$ cat src/bdp_pkg.sv
/*
 * Shared constants, types and register map of the backlight dimming core.
 * Assumes a 100 MHz system clock and an AXI4-Lite master with 32-bit data.
 */
package bdp_pkg;
    localparam int CLK_HZ = 100_000_000;
    localparam int CLK_PERIOD_PS = 10_000;
    localparam int MIN_OFF_NS = 375;
    localparam int MIN_OFF_CYC = (MIN_OFF_NS * 1000 + CLK_PERIOD_PS - 1) / CLK_PERIOD_PS;
    localparam int GLITCH_NS = 200;
    localparam int GLITCH_CYC = (GLITCH_NS * 1000 + CLK_PERIOD_PS - 1) / CLK_PERIOD_PS;
    localparam int LAMP_OUT_S = 2;
    localparam int LAMP_OUT_CYC = LAMP_OUT_S * CLK_HZ;
    localparam int SYNC_MIN_HZ = 32_000;
    localparam int SYNC_LOSS_CYC = CLK_HZ / SYNC_MIN_HZ * 5 / 4;
    localparam int INT_TICK_CYC = 2000;
    localparam int TICKS_PER_PERIOD = 128;
    localparam int SHORT_PERIODS = 64;

    localparam logic [4:0] CODE_MAX = 5'h1F;
    localparam logic [5:0] CODE_SPAN = 6'h20;
    localparam logic [5:0] ADC_DIV = 6'h21;
    localparam int CUR_DIV = 320;
    localparam logic [4:0] DUTY_FLOOR_CODE = 5'h03;
    localparam logic [7:0] DUTY_MIN_ON = 8'h0C;

    localparam int AXI_AW = 8;
    localparam logic [AXI_AW-1:0] REG_CTRL = 8'h00;
    localparam logic [AXI_AW-1:0] REG_BRIGHT = 8'h04;
    localparam logic [AXI_AW-1:0] REG_STATUS = 8'h08;
    localparam int CTRL_SD_BIT = 0;
    localparam int ST_CODE_LSB = 0;
    localparam int ST_FAULT_BIT = 8;
    localparam int ST_SHORT_BIT = 9;
    localparam int ST_CHOP_BIT = 10;
    localparam int ST_SYNC_BIT = 11;
    localparam int ST_SD_BIT = 12;
    localparam int ST_LAMP_BIT = 13;
    localparam logic [1:0] RESP_OKAY = 2'h0;
    localparam logic [1:0] RESP_SLVERR = 2'h2;

    typedef enum logic [1:0] {MODE_GND, MODE_REF, MODE_RAIL} bdp_mode_e;
    typedef enum logic [1:0] {BK_OFF, BK_READY, BK_ON} bdp_buck_e;

    typedef struct packed {
        logic awvalid;
        logic [AXI_AW-1:0] awaddr;
        logic wvalid;
        logic [31:0] wdata;
        logic [3:0] wstrb;
        logic bready;
        logic arvalid;
        logic [AXI_AW-1:0] araddr;
        logic rready;
    } bdp_axil_req_s;

    typedef struct packed {
        logic awready;
        logic wready;
        logic bvalid;
        logic [1:0] bresp;
        logic arready;
        logic rvalid;
        logic [31:0] rdata;
        logic [1:0] rresp;
    } bdp_axil_rsp_s;
endpackage : bdp_pkg

$ cat src/bdp_dimming_core.sv
/*
 * Backlight dimming core: brightness code, chopping PWM, current target,
 * buck gate timing, lamp-out and buck-short fault latches, AXI4-Lite registers.
 * Assumes analog levels arrive already digitized and all pins are synchronous
 * to clk; the mode clock and buck sync are sampled as plain inputs.
 */
// Register access over AXI4-Lite and the placing of the registers were decided locally.
`timescale 1ns/1ps
module bdp_dimming_core
    import bdp_pkg::*;
#(
    parameter int LVL_W = 10,
    parameter int LAMP_OUT_CYCLES = LAMP_OUT_CYC,
    parameter int INT_TICK_CYCLES = INT_TICK_CYC
) (
    input wire logic clk,
    input wire logic nrst,
    input wire bdp_axil_req_s axi_req,
    output bdp_axil_rsp_s axi_rsp,
    input wire bdp_mode_e mode_level,
    input wire logic mode_clk,
    input wire logic [LVL_W-1:0] analog_level_input,
    input wire logic [LVL_W-1:0] analog_level_reference,
    input wire logic [LVL_W-1:0] min_level_input,
    input wire logic min_at_rail,
    input wire logic shutdown_pin,
    input wire logic uvlo,
    input wire logic lamp_current_sense,
    input wire logic buck_sync_pin,
    input wire logic pwm_cmp_trip,
    input wire logic current_limit,
    input wire logic ccv_low,
    output logic [4:0] brightness_code,
    output logic [LVL_W-1:0] current_target,
    output logic chopping_pwm,
    output logic current_reg_en,
    output logic buck_gate,
    output logic lamp_drive_en,
    output logic lamp_fault_flag,
    output logic short_fault,
    output logic shutdown_active
);
    localparam int LCW = $clog2(LAMP_OUT_CYCLES + 1);
    localparam int TCW = $clog2(INT_TICK_CYCLES + 1);
    localparam int SCW = $clog2(SYNC_LOSS_CYC + 1);
    localparam int GCW = $clog2(GLITCH_CYC + 1);
    localparam int OCW = $clog2(MIN_OFF_CYC + 1);
    localparam int PW = LVL_W + 6;

    logic sd_reg_ff;
    logic [4:0] bright_reg_ff;
    logic [4:0] adc_code_ff;
    logic [4:0] code_ff;
    logic [PW-1:0] cur_ff;
    logic lamp_out_ff;
    logic short_ff;
    logic [LCW-1:0] lamp_cnt_ff;
    logic [GCW-1:0] glitch_cnt_ff;
    logic mode_clk_q_ff;
    logic [SCW-1:0] sync_age_ff;
    logic [TCW-1:0] int_div_ff;
    logic [6:0] per_cnt_ff;
    logic [6:0] short_cnt_ff;
    logic chop_ff;
    logic buck_sync_q_ff;
    bdp_buck_e buck_st_ff;
    bdp_buck_e nxt_buck_st;
    logic [OCW-1:0] off_cnt_ff;

    logic serial_mode;
    logic sd;
    logic run;
    logic ext_lock;
    logic tick;
    logic period_end;
    logic [7:0] on_cnt;
    logic chop_now;
    logic sense_ok;
    logic [PW-1:0] lvl33;
    logic [PW-1:0] thr_up;
    logic [PW-1:0] thr_dn;
    logic [LVL_W-1:0] min_eff;
    logic [PW-1:0] cur_sum;

    // Mode at the supply rail hands the pins to the serial bus
    assign serial_mode = (mode_level == MODE_RAIL);
    assign sd = shutdown_pin | (serial_mode & sd_reg_ff);
    assign run = ~sd & ~lamp_out_ff & ~short_ff;

    // Level converter with one code of hysteresis
    assign lvl33 = PW'(analog_level_input) * PW'(ADC_DIV);
    always_comb begin
        if (mode_level == MODE_REF) begin
            thr_up = PW'(ADC_DIV - {1'b0, adc_code_ff}) * PW'(analog_level_reference);
            thr_dn = PW'(6'(CODE_MAX) - {1'b0, adc_code_ff}) * PW'(analog_level_reference);
        end else begin
            thr_up = PW'({1'b0, adc_code_ff} + 6'h02) * PW'(analog_level_reference);
            thr_dn = PW'(adc_code_ff) * PW'(analog_level_reference);
        end
    end

    always_ff @(posedge clk or negedge nrst) begin
        if (!nrst) begin
            adc_code_ff <= 5'h00;
        end else if (!sd && !serial_mode) begin
            if (mode_level == MODE_REF) begin
                if (adc_code_ff != 5'h00 && lvl33 >= thr_up) begin
                    adc_code_ff <= adc_code_ff - 5'h01;
                end else if (adc_code_ff != CODE_MAX && lvl33 < thr_dn) begin
                    adc_code_ff <= adc_code_ff + 5'h01;
                end
            end else begin
                if (adc_code_ff != CODE_MAX && lvl33 >= thr_up) begin
                    adc_code_ff <= adc_code_ff + 5'h01;
                end else if (adc_code_ff != 5'h00 && lvl33 < thr_dn) begin
                    adc_code_ff <= adc_code_ff - 5'h01;
                end
            end
        end
    end

    // Code source follows the interface mode
    always_ff @(posedge clk or negedge nrst) begin
        if (!nrst) begin
            code_ff <= 5'h00;
        end else begin
            code_ff <= serial_mode ? bright_reg_ff : adc_code_ff;
        end
    end

    // Current target; a rail-tied minimum counts as zero
    assign min_eff = min_at_rail ? '0 : min_level_input;
    assign cur_sum = PW'(analog_level_reference) * PW'(code_ff)
                   + PW'(min_eff) * PW'(CODE_SPAN - {1'b0, code_ff});

    always_ff @(posedge clk or negedge nrst) begin
        if (!nrst) begin
            cur_ff <= '0;
        end else begin
            cur_ff <= cur_sum / PW'(CUR_DIV);
        end
    end

    // Sync detection: edges seen recently mean the mode pin carries a clock
    always_ff @(posedge clk or negedge nrst) begin
        if (!nrst) begin
            mode_clk_q_ff <= 1'b0;
            sync_age_ff <= SCW'(SYNC_LOSS_CYC);
        end else begin
            mode_clk_q_ff <= mode_clk;
            if (mode_clk && !mode_clk_q_ff) begin
                sync_age_ff <= '0;
            end else if (sync_age_ff != SCW'(SYNC_LOSS_CYC)) begin
                sync_age_ff <= sync_age_ff + SCW'(1);
            end
        end
    end
    assign ext_lock = (sync_age_ff != SCW'(SYNC_LOSS_CYC));

    // Free-running tick when no external clock is present
    always_ff @(posedge clk or negedge nrst) begin
        if (!nrst) begin
            int_div_ff <= '0;
        end else if (int_div_ff == TCW'(INT_TICK_CYCLES - 1)) begin
            int_div_ff <= '0;
        end else begin
            int_div_ff <= int_div_ff + TCW'(1);
        end
    end

    assign tick = ext_lock ? (mode_clk & ~mode_clk_q_ff)
                           : (int_div_ff == TCW'(INT_TICK_CYCLES - 1));
    assign period_end = tick && (per_cnt_ff == 7'(TICKS_PER_PERIOD - 1));

    // Period counter holds at zero in shutdown so each wake starts a fresh period
    always_ff @(posedge clk or negedge nrst) begin
        if (!nrst) begin
            per_cnt_ff <= 7'h00;
        end else if (sd) begin
            per_cnt_ff <= 7'h00;
        end else if (tick) begin
            per_cnt_ff <= per_cnt_ff + 7'h01;
        end
    end

    // On-count: four ticks per code, low codes floored
    assign on_cnt = (code_ff <= DUTY_FLOOR_CODE) ? DUTY_MIN_ON
                  : {1'b0, code_ff, 2'h0} + 8'h04;
    assign chop_now = min_at_rail | ({1'b0, per_cnt_ff} < on_cnt);

    always_ff @(posedge clk or negedge nrst) begin
        if (!nrst) begin
            chop_ff <= 1'b0;
        end else begin
            chop_ff <= run & chop_now;
        end
    end

    // Glitch filter: sense must stay high for the full window
    always_ff @(posedge clk or negedge nrst) begin
        if (!nrst) begin
            glitch_cnt_ff <= '0;
        end else if (!lamp_current_sense) begin
            glitch_cnt_ff <= '0;
        end else if (glitch_cnt_ff != GCW'(GLITCH_CYC)) begin
            glitch_cnt_ff <= glitch_cnt_ff + GCW'(1);
        end
    end
    assign sense_ok = lamp_current_sense && (glitch_cnt_ff >= GCW'(GLITCH_CYC - 1));

    // Lamp-out timer; runs only while the lamp is driven
    always_ff @(posedge clk or negedge nrst) begin
        if (!nrst) begin
            lamp_cnt_ff <= '0;
            lamp_out_ff <= 1'b0;
        end else if (sd) begin
            lamp_cnt_ff <= '0;
            lamp_out_ff <= 1'b0;
        end else if (!lamp_out_ff && !short_ff) begin
            if (sense_ok) begin
                lamp_cnt_ff <= '0;
            end else if (lamp_cnt_ff == LCW'(LAMP_OUT_CYCLES - 1)) begin
                lamp_out_ff <= 1'b1;
            end else begin
                lamp_cnt_ff <= lamp_cnt_ff + LCW'(1);
            end
        end
    end

    // Buck short: error amp low at the end of consecutive periods
    always_ff @(posedge clk or negedge nrst) begin
        if (!nrst) begin
            short_cnt_ff <= 7'h00;
            short_ff <= 1'b0;
        end else if (sd) begin
            short_cnt_ff <= 7'h00;
            short_ff <= 1'b0;
        end else if (run && period_end) begin
            if (!ccv_low) begin
                short_cnt_ff <= 7'h00;
            end else if (short_cnt_ff == 7'(SHORT_PERIODS - 1)) begin
                short_ff <= 1'b1;
            end else begin
                short_cnt_ff <= short_cnt_ff + 7'h01;
            end
        end
    end

    // Buck switch timing
    always_comb begin
        nxt_buck_st = buck_st_ff;
        case (buck_st_ff)
            BK_OFF: begin
                if (off_cnt_ff >= OCW'(MIN_OFF_CYC - 1)) begin
                    nxt_buck_st = BK_READY;
                end
            end
            BK_READY: begin
                if (!buck_sync_pin && buck_sync_q_ff && chop_ff && !uvlo) begin
                    nxt_buck_st = BK_ON;
                end
            end
            BK_ON: begin
                if (pwm_cmp_trip || current_limit || !chop_ff || uvlo) begin
                    nxt_buck_st = BK_OFF;
                end
            end
            default: nxt_buck_st = BK_OFF;
        endcase
    end

    always_ff @(posedge clk or negedge nrst) begin
        if (!nrst) begin
            buck_st_ff <= BK_OFF;
            buck_sync_q_ff <= 1'b0;
            off_cnt_ff <= '0;
        end else begin
            buck_st_ff <= nxt_buck_st;
            buck_sync_q_ff <= buck_sync_pin;
            if (nxt_buck_st == BK_ON) begin
                off_cnt_ff <= '0;
            end else if (off_cnt_ff != OCW'(MIN_OFF_CYC)) begin
                off_cnt_ff <= off_cnt_ff + OCW'(1);
            end
        end
    end

    // AXI4-Lite slave; write address and data may arrive in either order
    logic aw_hold_ff;
    logic w_hold_ff;
    logic [AXI_AW-1:0] awaddr_ff;
    logic [31:0] wdata_ff;
    logic wstrb0_ff;
    logic bvalid_ff;
    logic [1:0] bresp_ff;
    logic rvalid_ff;
    logic [31:0] rdata_ff;
    logic [1:0] rresp_ff;
    logic awready;
    logic wready;
    logic arready;
    logic wr_go;
    logic [31:0] status_word;

    assign awready = ~aw_hold_ff & ~bvalid_ff;
    assign wready = ~w_hold_ff & ~bvalid_ff;
    assign arready = ~rvalid_ff;
    assign wr_go = aw_hold_ff & w_hold_ff & ~bvalid_ff;

    always_ff @(posedge clk or negedge nrst) begin
        if (!nrst) begin
            aw_hold_ff <= 1'b0;
            w_hold_ff <= 1'b0;
            awaddr_ff <= '0;
            wdata_ff <= 32'h0000_0000;
            wstrb0_ff <= 1'b0;
        end else begin
            if (axi_req.awvalid && awready) begin
                aw_hold_ff <= 1'b1;
                awaddr_ff <= axi_req.awaddr;
            end else if (wr_go) begin
                aw_hold_ff <= 1'b0;
            end
            if (axi_req.wvalid && wready) begin
                w_hold_ff <= 1'b1;
                wdata_ff <= axi_req.wdata;
                wstrb0_ff <= axi_req.wstrb[0];
            end else if (wr_go) begin
                w_hold_ff <= 1'b0;
            end
        end
    end

    // Registers keep their contents through shutdown; only reset clears them
    always_ff @(posedge clk or negedge nrst) begin
        if (!nrst) begin
            sd_reg_ff <= 1'b0;
            bright_reg_ff <= 5'h00;
            bvalid_ff <= 1'b0;
            bresp_ff <= RESP_OKAY;
        end else if (wr_go) begin
            bvalid_ff <= 1'b1;
            bresp_ff <= RESP_OKAY;
            case (awaddr_ff)
                REG_CTRL: begin
                    if (wstrb0_ff) begin
                        sd_reg_ff <= wdata_ff[CTRL_SD_BIT];
                    end
                end
                REG_BRIGHT: begin
                    if (wstrb0_ff) begin
                        bright_reg_ff <= wdata_ff[4:0];
                    end
                end
                REG_STATUS: bresp_ff <= RESP_OKAY;
                default: bresp_ff <= RESP_SLVERR;
            endcase
        end else if (bvalid_ff && axi_req.bready) begin
            bvalid_ff <= 1'b0;
        end
    end

    always_comb begin
        status_word = 32'h0000_0000;
        status_word[ST_CODE_LSB +: 5] = code_ff;
        status_word[ST_FAULT_BIT] = lamp_out_ff | short_ff;
        status_word[ST_SHORT_BIT] = short_ff;
        status_word[ST_CHOP_BIT] = chop_ff;
        status_word[ST_SYNC_BIT] = ext_lock;
        status_word[ST_SD_BIT] = sd;
        status_word[ST_LAMP_BIT] = lamp_out_ff;
    end

    always_ff @(posedge clk or negedge nrst) begin
        if (!nrst) begin
            rvalid_ff <= 1'b0;
            rdata_ff <= 32'h0000_0000;
            rresp_ff <= RESP_OKAY;
        end else if (axi_req.arvalid && arready) begin
            rvalid_ff <= 1'b1;
            rresp_ff <= RESP_OKAY;
            case (axi_req.araddr)
                REG_CTRL: rdata_ff <= {31'h0000_0000, sd_reg_ff};
                REG_BRIGHT: rdata_ff <= {27'h000_0000, bright_reg_ff};
                REG_STATUS: rdata_ff <= status_word;
                default: begin
                    rdata_ff <= 32'h0000_0000;
                    rresp_ff <= RESP_SLVERR;
                end
            endcase
        end else if (rvalid_ff && axi_req.rready) begin
            rvalid_ff <= 1'b0;
        end
    end

    always_comb begin
        axi_rsp.awready = awready;
        axi_rsp.wready = wready;
        axi_rsp.bvalid = bvalid_ff;
        axi_rsp.bresp = bresp_ff;
        axi_rsp.arready = arready;
        axi_rsp.rvalid = rvalid_ff;
        axi_rsp.rdata = rdata_ff;
        axi_rsp.rresp = rresp_ff;
    end

    assign brightness_code = code_ff;
    assign current_target = cur_ff[LVL_W-1:0];
    assign chopping_pwm = chop_ff;
    assign current_reg_en = chop_ff;
    assign buck_gate = (buck_st_ff == BK_ON);
    assign lamp_drive_en = run;
    assign lamp_fault_flag = lamp_out_ff | short_ff;
    assign short_fault = short_ff;
    assign shutdown_active = sd;
endmodule : bdp_dimming_core

$ cat config.mk
export PLATFORM = sky130hd
export DESIGN_NAME = bdp_dimming_core
export DESIGN_NICKNAME = d
export VERILOG_FILES = /design/src/bdp_pkg.sv /design/src/bdp_dimming_core.sv
export SDC_FILE = /design/constraint.sdc
export NUM_CORES = 1
export LEC_CHECK = 0
export BUFFER_PORTS_ARGS = -buffer_cell sky130_fd_sc_hd__buf_2
export CORE_AREA = 2 2 229 231
export CTS_CLUSTER_DIAMETER = 60
export DETAILED_ROUTE_END_ITERATION = 10
export DIE_AREA = 0 0 231 233
export HOLD_SLACK_MARGIN = 0.08
export PLACE_DENSITY = 0.5
export SYNTH_ARGS = -nofsm -noshare
export SYNTH_HDL_FRONTEND = slang
export SYNTH_SLANG_ARGS = --single-unit
export TNS_END_PERCENT = 30
$ cat constraint.sdc
create_clock -name clk -period 8.75 [get_ports clk]
set_input_delay 1.75 -clock clk [delete_from_list [all_inputs] [get_ports clk]]
set_output_delay 1.75 -clock clk [all_outputs]
set_load 0.005 [all_outputs]
==> out/metrics.cfg, run 1 <==
[floorplan]
start_util_pct = 37.80
die-area_um2 = 53820
core_um2 = 51090
die_h_um = 233
die_w_um = 231
io_pins = 163
num_rows = 83

[clock_network]
cts_tree = yes
cts.root.buffer_cell = clkbuf_16
cts_htree_levels = 4
cts_buffers = 17
clkTransAtPathRegs_ns = 0.06
clock_latency_ns = 0.43
clockBufferDepth = 2
cts.sinks = 138
cts_setup_buffers = 0

[placed_design]
place.gp.congestion = 0.8419
place.port_buffers = 107
dp_hpwl_um = 38960

[setup_path]
arrival_ns = 8.59
slowest_stage = fa_1
worstSetupStartpointType = input pin
worst_path_largest_cell_delay_ns = 0.54
crit_family = compound AO/OA/AOI/OAI gates
crit_start = analog_level_reference[3]
cp-end-kind = flip-flop
crit_type = in2reg
crit_required_ns = 9.05
reg2reg_from = adc_code_ff[1]
cp_num_buf_inv = 6
cp_max_fo = 7

[grt]
antenna_found_initial = 2
grt_pass1_wl_um = 80110
gr-usage-all-layers_pct = 18.67
grt_pass1_vias = 15460
grt_overflow = 0
grt_max_degree = 73

[finish]
finalNetCount = 2882
areaGrowthSynthToFinish_pct = 12.26
drive_gt1_share_pct = 13.30
nFillCells = 5144

[logic_synthesis]
postSynth.asyncResetShare_pct = 100.0
synth_cells = 2209
synth_top_cell_by_area = fa_1
synth_area_um2 = 19310
synth_ff_type = dfrtp_1
synth_edf_count = 0
synth.ff_latch_count = 138
ys_types = 90
synth_top_area_share_pct = 20.11
seq_area_frac_synth_pct = 17.92
yosysWarnings = 0
ys_top_cells_by_area = fa_1 (20%), dfrtp_1 (17%), ha_1 (15%), inv_1 (6.0%), nand2_1 (4.5%)
avgSynthCellArea_um2 = 8.743

[timing]
rsz0062_at_grt = no
slew_viol_final = 0
timing.hold.ws_ns = 0.4448
slew_headroom_pct = 25.48
worst_pin_slew_ns = 1.115
fin_worst_skew_ns = 0.007921
max_freq_mhz = 120.6
period_needed_ns = 8.291
finalSetupViolations = 0
hold_violations = 0
period_share_pct = 94.76

[drt]
first_pass_iters = 4
antenna_left = 0
wl_per_cell_um = 15.59
vias = 15010
avgViaCountPerCell = 4.921
drc = 0
drtIter0Drc = 806
wirelength_um = 47580

[hold_path]
hp-class = reg2reg
hp-start = buck_st_ff[1]

[job]
cap_violations = 0

[status]
status = completed

[path summary, 6_finish.rpt]
check / slack [ns] / end / cells past startpoint
worst max register to register: 0.70 / adc_code_ff[3] / 36
worst min register to register: 0.44 / buck_st_ff[0] / 1
max in group asynchronous: 6.14 / int_div_ff[6] / 2
worst max-delay path: 0.46 / adc_code_ff[3] / 34
worst min-delay path: 0.44 / buck_st_ff[0] / 1
min in group asynchronous: 1.33 / lamp_cnt_ff[14] / 1
[registers in the layout, summed over array words and instances (netlist names), 2 cells and up]
| register | count |
|---|---|
| cur_ff | 8 |
| int_div_ff | 11 |
| adc_code_ff | 5 |
| buck_st_ff | 2 |
| lamp_cnt_ff | 28 |
| off_cnt_ff | 6 |
| wdata_ff | 5 |
| brightness_code | 5 |
| rdata_ff | 11 |
| sync_age_ff | 12 |
| bright_reg_ff | 5 |
| per_cnt_ff | 7 |
| short_cnt_ff | 7 |
| glitch_cnt_ff | 5 |
| awaddr_ff | 8 |
[cells in the mapped netlist (all sizes together), types with 5 or more instances]
cell type and n:
inv 313, ha 232, nand2 232, fa 194, nor2 160, dfrtp 132
o21ai 126, and2 84, a21oi 82, xnor2 73, nor2b 71, clkbuf 61
xor2 45, buf 42, nand3 39, nand2b 27, a21o 26, mux2 25
nand4 24, nor3 18, and3 17, o21a 14, a21boi 13, mux2i 13
o31ai 13, a211oi 9, or3 9, a31oi 8, o211ai 8, and4 7
or2 7, a2111oi 6, a22o 6, a22oi 6, dfstp 6, nor3b 6
nor4 6, o2111ai 5
[metal layers]
layer / wire [um] / vias to the layer above / global-route usage (%)
met3: 1564 / 40 / 2.181
li1: - / 7460 / -
met2: 21940 / 245 / 30.72
met1: 23360 / 7269 / 26.28
met4: 716 / 0 / 4.133
met5: 0 / - / 0
[per-stage QoR]
step                utilization [%]  worst slack [ns]  instance area (um^2)  std cells  TNS (ns)
floorplan                         -            0.5631                 19400       2233         0
CTS                           42.40            0.3495                 21670       3049         0
detailed placement            41.21          -0.05846                 21060       3017  -0.05846
finish                        42.43            0.4589                 21680       3051         0
global route                  42.43          0.005761                 21680       3050         0
global placement              41.21           0.02069                 21060       3017         0
[layout make-up]
class	count	area [um^2]	share of cell area [%]
timing repair buffer	207	1330	6.135
sequential	138	3461	15.96
multi-input combinational	1678	14240	65.70
tap	680	850.8	3.924
inverter	314	1179	5.436
antenna	2	5.005	0.02308
clock inverter	13	167.7	0.7733
clock buffer	19	442.9	2.043
[kinds of logic after synthesis]
group / after synthesis / share of synthesized area [%]
flip-flops: 138 / 17.92
adder cells (fa/ha/maj): 427 / 35.19
other: 1 / 0.01942
AND/OR/NAND/NOR: 717 / 18.19
AO/OA/AOI/OAI: 353 / 12.01
buffers and inverters: 417 / 8.889
XOR/XNOR: 118 / 5.624
multiplexers: 38 / 2.151
[cell usage in the layout (no fill, tap or decap), types with 14 or more instances in the layout]
cell type,instances
and3_1,17
nor2_1,156
xor2_1,44
nor3_1,17
nand2b_1,27
xnor2_1,69
nand2_1,231
o21ai_0,119
buf_2,106
o21a_1,14
dfrtp_1,132
buf_4,97
clkbuf_16,17
nand4_1,24
and2_1,84
a21o_1,26
conb_1,25
nand3_1,39
ha_1,232
nor2b_1,70
inv_1,311
fa_1,194
a21oi_1,76
mux2_2,24
[worst register-to-register path, delay by kind of cell, from the launching register on]
family / cells / cell delay (ns)
adder cells (fa/ha/maj): 6 / 2.31
buffers and inverters: 7 / 1.26
XOR/XNOR: 3 / 0.85
AO/OA/AOI/OAI: 12 / 2.39
flip-flops: 1 / 0.34
AND/OR/NAND/NOR: 7 / 0.69
multiplexers: 1 / 0.10
[what timing repair did]
item,4_1_cts,5_1_grt
hold buffers,0,0
gates resized for setup,0,6
setup endpoints to repair,0,5
Power of run 1 is left out: the tool's default activity adds up to more than one toggle a clock period on the data nets, which glitch-free logic cannot reach.
==> run 2, diff against run 1 <==
--- a/config.mk
+++ b/config.mk
@@ -5,13 +5,14 @@
 export SDC_FILE = /design/constraint.sdc
 export NUM_CORES = 1
 export LEC_CHECK = 0
+export ABC_AREA = 1
 export BUFFER_PORTS_ARGS = -buffer_cell sky130_fd_sc_hd__buf_2
-export CORE_AREA = 2 2 229 231
+export CORE_AREA = 2 2 226 228
 export CTS_CLUSTER_DIAMETER = 60
 export DETAILED_ROUTE_END_ITERATION = 10
-export DIE_AREA = 0 0 231 233
+export DIE_AREA = 0 0 228 230
 export HOLD_SLACK_MARGIN = 0.08
-export PLACE_DENSITY = 0.5
+export PLACE_DENSITY = 0.51
 export SYNTH_ARGS = -nofsm -noshare
 export SYNTH_HDL_FRONTEND = slang
 export SYNTH_SLANG_ARGS = --single-unit
==> run 2 against run 1 <==
  * Cell count increased by 7.5%
  * Sequential cell count stayed put
  * Clock skew about the same
  * Sequential share of layout area up 0.70 points
  * Worst hold slack gained 0.021 ns
  * Non-clock buffer count down 61
==> out/metrics.cfg, run 2 <==
[status]
status = completed

[logic_synthesis]
synth.ff_latch_count = 138  ; unchanged
ys_top_cells_by_area = fa_1 (21%), dfrtp_1 (18%), ha_1 (15%), inv_1 (11%), nand2_1 (9.1%)
avgSynthCellArea_um2 = 7.591  ; -13%
seq_area_frac_synth_pct = 18.38  ; +0.45 points
yosysMostFrequentCell = inv_1
synth_cells = 2481  ; +12%
synth_ff_type = dfrtp_1
synth_area_um2 = 18830  ; -2.5%
synth_top_area_share_pct = 20.62  ; +0.51 points
yosysWarnings = 0  ; unchanged
synth_xor_area_share_pct = 1.721  ; -3.9 points
synth-simple-area-share_pct = 21.65  ; +3.5 points
ys_types = 58  ; -36%
synthAdderAreaFrac_pct = 36.03  ; +0.84 points
postSynth.asyncResetShare_pct = 100.0  ; unchanged
synth_edf_count = 0  ; unchanged
synth_top_family_by_area = adder cells
synth_top_cell_by_area = fa_1
synth_common_cells = inv_1 (542), nand2_1 (459), nor2_1 (297)
synthMuxAreaShare_pct = 0.6311  ; -1.5 points
synth_compound_area_share_pct = 8.377  ; -3.6 points

[floorplan]
num_rows = 82  ; -1.2%
core_um2 = 49860  ; -2.4%
io_pins = 163  ; unchanged
start_util_pct = 37.77  ; about the same
die_h_um = 230  ; -1.3%
die_w_um = 228  ; -1.3%
die-area_um2 = 52440  ; -2.6%

[clock_network]
cts.sinks = 138  ; unchanged
cts_htree_levels = 4  ; unchanged
clock_latency_ns = 0.45  ; +0.02 ns
cts_buffers = 17  ; unchanged
cts_tree = yes
clockBufferDepth = 2  ; unchanged
clkTransAtPathRegs_ns = 0.06  ; about the same
cts.root.buffer_cell = clkbuf_16
cts_setup_buffers = 0  ; unchanged

[timing]
slew_headroom_pct = 37.43  ; +12 points
tns_ns = 0  ; unchanged
period_needed_ns = 8.108  ; -0.1832 ns
slew_viol_final = 0  ; unchanged
max_freq_mhz = 123.3  ; +2.3%
fin_worst_skew_ns = 0.008142  ; +0.0002204 ns
period_share_pct = 92.66  ; -2.1 points
hold_violations = 0  ; unchanged
timing.hold.ws_ns = 0.4657  ; +0.02087 ns
rsz0062_at_grt = no
worst_pin_slew_ns = 0.9385  ; -0.1769 ns
finalSetupViolations = 0  ; unchanged

[grt]
grt_max_degree = 72  ; -1.4%
grt_pass1_vias = 16090  ; +4.1%
grt_overflow = 0  ; unchanged
gr-usage-all-layers_pct = 18.79  ; +0.13 points
antenna_found_initial = 2  ; unchanged
grt_pass1_wl_um = 79590  ; -0.65%

[setup_path]
worstSetupStartpointType = input pin
timing.rr.end = cur_ff[0]
slowest_stage = fa_1
r2r_setup_slack_ns = 0.78  ; +0.08 ns
cp-end-kind = flip-flop
arrival_ns = 8.44  ; -0.15 ns
reg2reg_from = brightness_code[1]
worstRegToRegCells = 44  ; +22%
crit_required_ns = 9.09  ; +0.04 ns
crit_top_cell = nand2_1
worst_path_largest_cell_delay_ns = 0.58  ; +0.04 ns
crit_type = in2reg
cp_max_fo = 9  ; +2

[finish]
drive_gt1_share_pct = 9.969  ; -3.3 points
final_cell_mix = inv_1 (541), nand2_1 (459), nor2_1 (296), ha_1 (232), fa_1 (194)
final_common_cell = inv_1
largest_reg_flops = 28  ; unchanged
largest_register = lamp_cnt_ff
top_regs = lamp_cnt_ff (28), sync_age_ff (12)
final_cells = 3281  ; +7.5%
nFillCells = 5178  ; +0.66%
finalNetCount = 3121  ; +8.3%
areaGrowthSynthToFinish_pct = 10.26

[drt]
first_pass_iters = 5  ; +1
drtIter0Drc = 762  ; -5.5%
drc = 0  ; unchanged
antenna_left = 0  ; unchanged
vias = 15470  ; +3.0%
wirelength_um = 46740  ; -1.8%
avgViaCountPerCell = 4.715  ; -4.2%
wl_per_cell_um = 14.24  ; -8.7%

[job]
cap_violations = 0  ; unchanged

[placed_design]
place.port_buffers = 107  ; unchanged
place.gp.congestion = 0.8945  ; +6.2%
placed_cells = 3248  ; +7.7%
dp_hpwl_um = 39000  ; +0.11%

[hold_path]
worstHoldPathCells = 1  ; unchanged
hp-start = int_div_ff[0]
hp-class = reg2reg
holdPathEnd = int_div_ff[0]

[run 2: cell count changes after synthesis, sizes merged, moves of 37 or more]
cell,delta
nand2,+256
xnor2,-55
and2,-81
nor2b,-71
nand3,+37
nor2,+138
inv,+238
[run 2: worst max-delay path by stage]
stage	from	endpoint	slack [ns]	depth (start not counted)
after floorplan	min_at_rail	cur_ff[0]	0.66	50
after global placement	min_at_rail	cur_ff[0]	0.12	50
after detailed placement	min_at_rail	cur_ff[0]	0.03	50
after CTS	min_at_rail	cur_ff[0]	0.50	50
after global routing	min_at_rail	cur_ff[0]	0.04	46
final	min_at_rail	cur_ff[0]	0.64	46
[run 2: logic make-up (layout without fill, tap and decap cells)]
family,count (synthesis),after routing
AND/OR/NAND/NOR,962,962
buffers and inverters,631,734
adder cells (fa/ha/maj),426,426
AO/OA/AOI/OAI,275,275
flip-flops,138,138
XOR/XNOR,37,37
multiplexers,11,11
other,1,26
[run 2: through the flow]
step                      instance area [um^2]  utilization, %  worst slack [ns]
after floorplan                          18920               -            0.6595
final                                    20770           41.65            0.6420
after global routing                     20770           41.65           0.04014
after CTS                                20750           41.61            0.4992
after global placement                   20200           40.52            0.1169
after detailed placement                 20200           40.52           0.03020
[run 2: critical path: cells and delay by family]
kind                     cells  cell delay, ns
AO/OA/AOI/OAI                2            0.34
adder cells (fa/ha/maj)      6            3.01
buffers and inverters        8            0.73
AND/OR/NAND/NOR             30            2.60
[run 2: cell type report]
type / count / area, um^2 / share of cell area [%]
diodes: 1 / 2.502 / 0.01205
clock inverters: 10 / 67.56 / 0.3253
flip-flops and latches: 138 / 3461 / 16.66
inverters: 556 / 2091 / 10.07
well taps: 672 / 840.8 / 4.049
repair buffers: 146 / 834.6 / 4.019
clock buffers: 22 / 474.2 / 2.283
multi-input cells: 1736 / 13000 / 62.58
[run 2: metal layers]
layer  GRT usage (%)  wire [um]
met5               0          8
met3           2.108       1266
met4           5.433        899
met1           25.05      22060
met2           32.21      22500
[run 2: timing repair]
action                     4_1_cts  5_1_grt
hold buffers                     0        0
setup endpoints to repair        0        6
resized for setup                0        3
Power of run 2 is left out for the same reason.
==> run 3, diff against run 2 <==
==> constraint.sdc (replaced) <==
create_clock -name clk -period 7.53 [get_ports clk]
set_input_delay 1.506 -clock clk [delete_from_list [all_inputs] [get_ports clk]]
set_output_delay 1.506 -clock clk [all_outputs]
set_load 0.005 [all_outputs]
==> run 3 against run 2 <==
  * Via count up 5.4%
  * Sequential cell count unchanged
  * Non-clock buffer count up 195
  * Worst hold slack worse by 0.011 ns
  * Largest cell class unchanged
  * Highest routed layer is now met4
==> out/metrics.cfg, run 3 (synthesis results as in run 2) <==
[drt]
antenna_left = 0  ; unchanged
drc = 0  ; unchanged
vias = 16300  ; +5.4%
first_pass_iters = 5  ; unchanged
wl_per_cell_um = 14.27  ; +0.21%
avgViaCountPerCell = 4.690  ; -0.53%
wirelength_um = 49620  ; +6.2%
drtIter0Drc = 700  ; -8.1%

[placed_design]
pre_cts_slack_ns = -0.6993  ; -0.7295 ns
place.gp.congestion = 0.8865  ; -0.89%
dp_hpwl_um = 40930  ; +4.9%
place.port_buffers = 107  ; unchanged
place_area_um2 = 21580  ; +6.8%

[finish]
drive_gt1_share_pct = 20.09  ; +10 points
final_cell_mix = inv_1 (523), nand2_1 (424), nor2_1 (284), buf_4 (231), ha_1 (222)
top_regs = lamp_cnt_ff (28), sync_age_ff (12)
finalNetCount = 3316  ; +6.2%
final_common_cell = inv_1
ff_latch_area_um2 = 3461  ; unchanged
areaGrowthSynthToFinish_pct = 21.48
largest_register = lamp_cnt_ff
multiInputGateArea_um2 = 13530  ; +4.1%
fin_area_um2 = 22880  ; +10%
largest_reg_flops = 28  ; unchanged
nFillCells = 5066  ; -2.2%

[grt]
grt_max_degree = 72  ; unchanged
grt_overflow = 0  ; unchanged
gr-usage-all-layers_pct = 19.33  ; +0.53 points
grt_pass1_vias = 16650  ; +3.5%
antenna_found_initial = 1  ; -1
grt_pass1_wl_um = 81920  ; +2.9%

[floorplan]
die_w_um = 228  ; unchanged
core_um2 = 49860  ; unchanged
die-area_um2 = 52440  ; unchanged
io_pins = 163  ; unchanged
die_h_um = 230  ; unchanged
num_rows = 82  ; unchanged
start_util_pct = 37.77  ; unchanged

[setup_path]
reg2reg_from = adc_code_ff[1]
worstSetupStartpointType = input pin
arrival_ns = 7.88  ; -0.56 ns
worstRegToRegCells = 48  ; +9.1%
slowest_stage = fa_2
crit_start = min_at_rail
cp_max_fo = 5  ; -4
timing.rr.end = adc_code_ff[1]
r2r_setup_slack_ns = 0.21  ; -0.57 ns
worst_path_largest_cell_delay_ns = 0.58  ; about the same
cp-end-kind = flip-flop
crit_required_ns = 7.88  ; -1.21 ns
crit_top_cell = nand2_4
endpoint = cur_ff[0]
crit_type = in2reg

[timing]
timing.hold.ws_ns = 0.4547  ; -0.01096 ns
worst_pin_slew_ns = 0.8779  ; -0.06062 ns
max_freq_mhz = 132.9
period_share_pct = 99.95
period_needed_ns = 7.526
hold_violations = 0  ; unchanged
rsz0062_at_grt = yes
slew_headroom_pct = 41.47  ; +4.0 points
slew_viol_final = 0  ; unchanged
setup_slack_ns = 0.004010  ; -0.6380 ns
tns_ns = 0  ; unchanged
finalSetupViolations = 0  ; unchanged
fin_worst_skew_ns = 0.01848  ; +0.01034 ns

[job]
cap_violations = 0  ; unchanged

[clock_network]
cts_hold_buf = 0  ; unchanged
clkTransAtPathRegs_ns = 0.06  ; about the same
cts.root.buffer_cell = clkbuf_16
cts.sinks = 138  ; unchanged
cts_tree = yes
clockBufferDepth = 2  ; unchanged
cts_htree_levels = 4  ; unchanged
cts_buffers = 17  ; unchanged
clock_latency_ns = 0.46  ; about the same

[hold_path]
hp-class = reg2reg
worstHoldPathCells = 1  ; unchanged

[status]
status = completed

## run 3: changes by cell type in the layout (fill, tap and decap cells not counted), sizes merged
| cell | previous run | this run |
|---|---|---|
| buf | 146 | 340 |
| inv | 552 | 559 |
| clkbuf | 22 | 19 |
| clkinv | 9 | 7 |
| clkinvlp | 5 | 4 |
## run 3: timing repair
action,4_1_cts,5_1_grt
pin swaps,11,61
resized for setup,25,123
setup endpoints to repair,7,8
cloned,0,1
setup buffers,10,17
## run 3: through the flow
stage | std cells | utilization [%]
finish | 3476 | 45.88
global route | 3476 | 45.88
CTS | 3457 | 44.69
detailed placement | 3415 | 43.27
global placement | 3415 | 43.27
floorplan | 2505 | -
## run 3: layout make-up
cell class,count,area share (%)
clock inverter,14,0.5359
clock buffer,18,1.920
multi-input combinational,1736,59.14
inverter,556,9.231
antenna,1,0.01094
sequential,138,15.13
tap,672,3.675
timing repair buffer,341,10.36
## run 3: worst min path at each step
stage	from	to	slack, ns
3_3_place_gp	int_div_ff[0]	int_div_ff[0]	0.45
3_5_place_dp	int_div_ff[0]	int_div_ff[0]	0.45
6_report	int_div_ff[0]	int_div_ff[0]	0.45
5_1_grt	int_div_ff[0]	int_div_ff[0]	0.49
2_1_floorplan	buck_st_ff[1]	buck_st_ff[0]	0.43
4_1_cts	int_div_ff[0]	int_div_ff[0]	0.46
## run 3: worst max-delay path, delay by kind of cell
kind | cells | cell delay [ns]
fa+ha+maj | 6 | 2.87
buf+inv | 12 | 0.84
simple gates | 35 | 2.64
## run 3: metal layers
layer / global-route usage, % / wire length, um / share of wire, %
met3: 2.145 / 1168 / 2.4
met5: 0 / 0 / 0
met2: 34.01 / 24640 / 50
met4: 5.658 / 1079 / 2.2
met1: 25.02 / 22730 / 46
Power of run 3 is left out for the same reason.
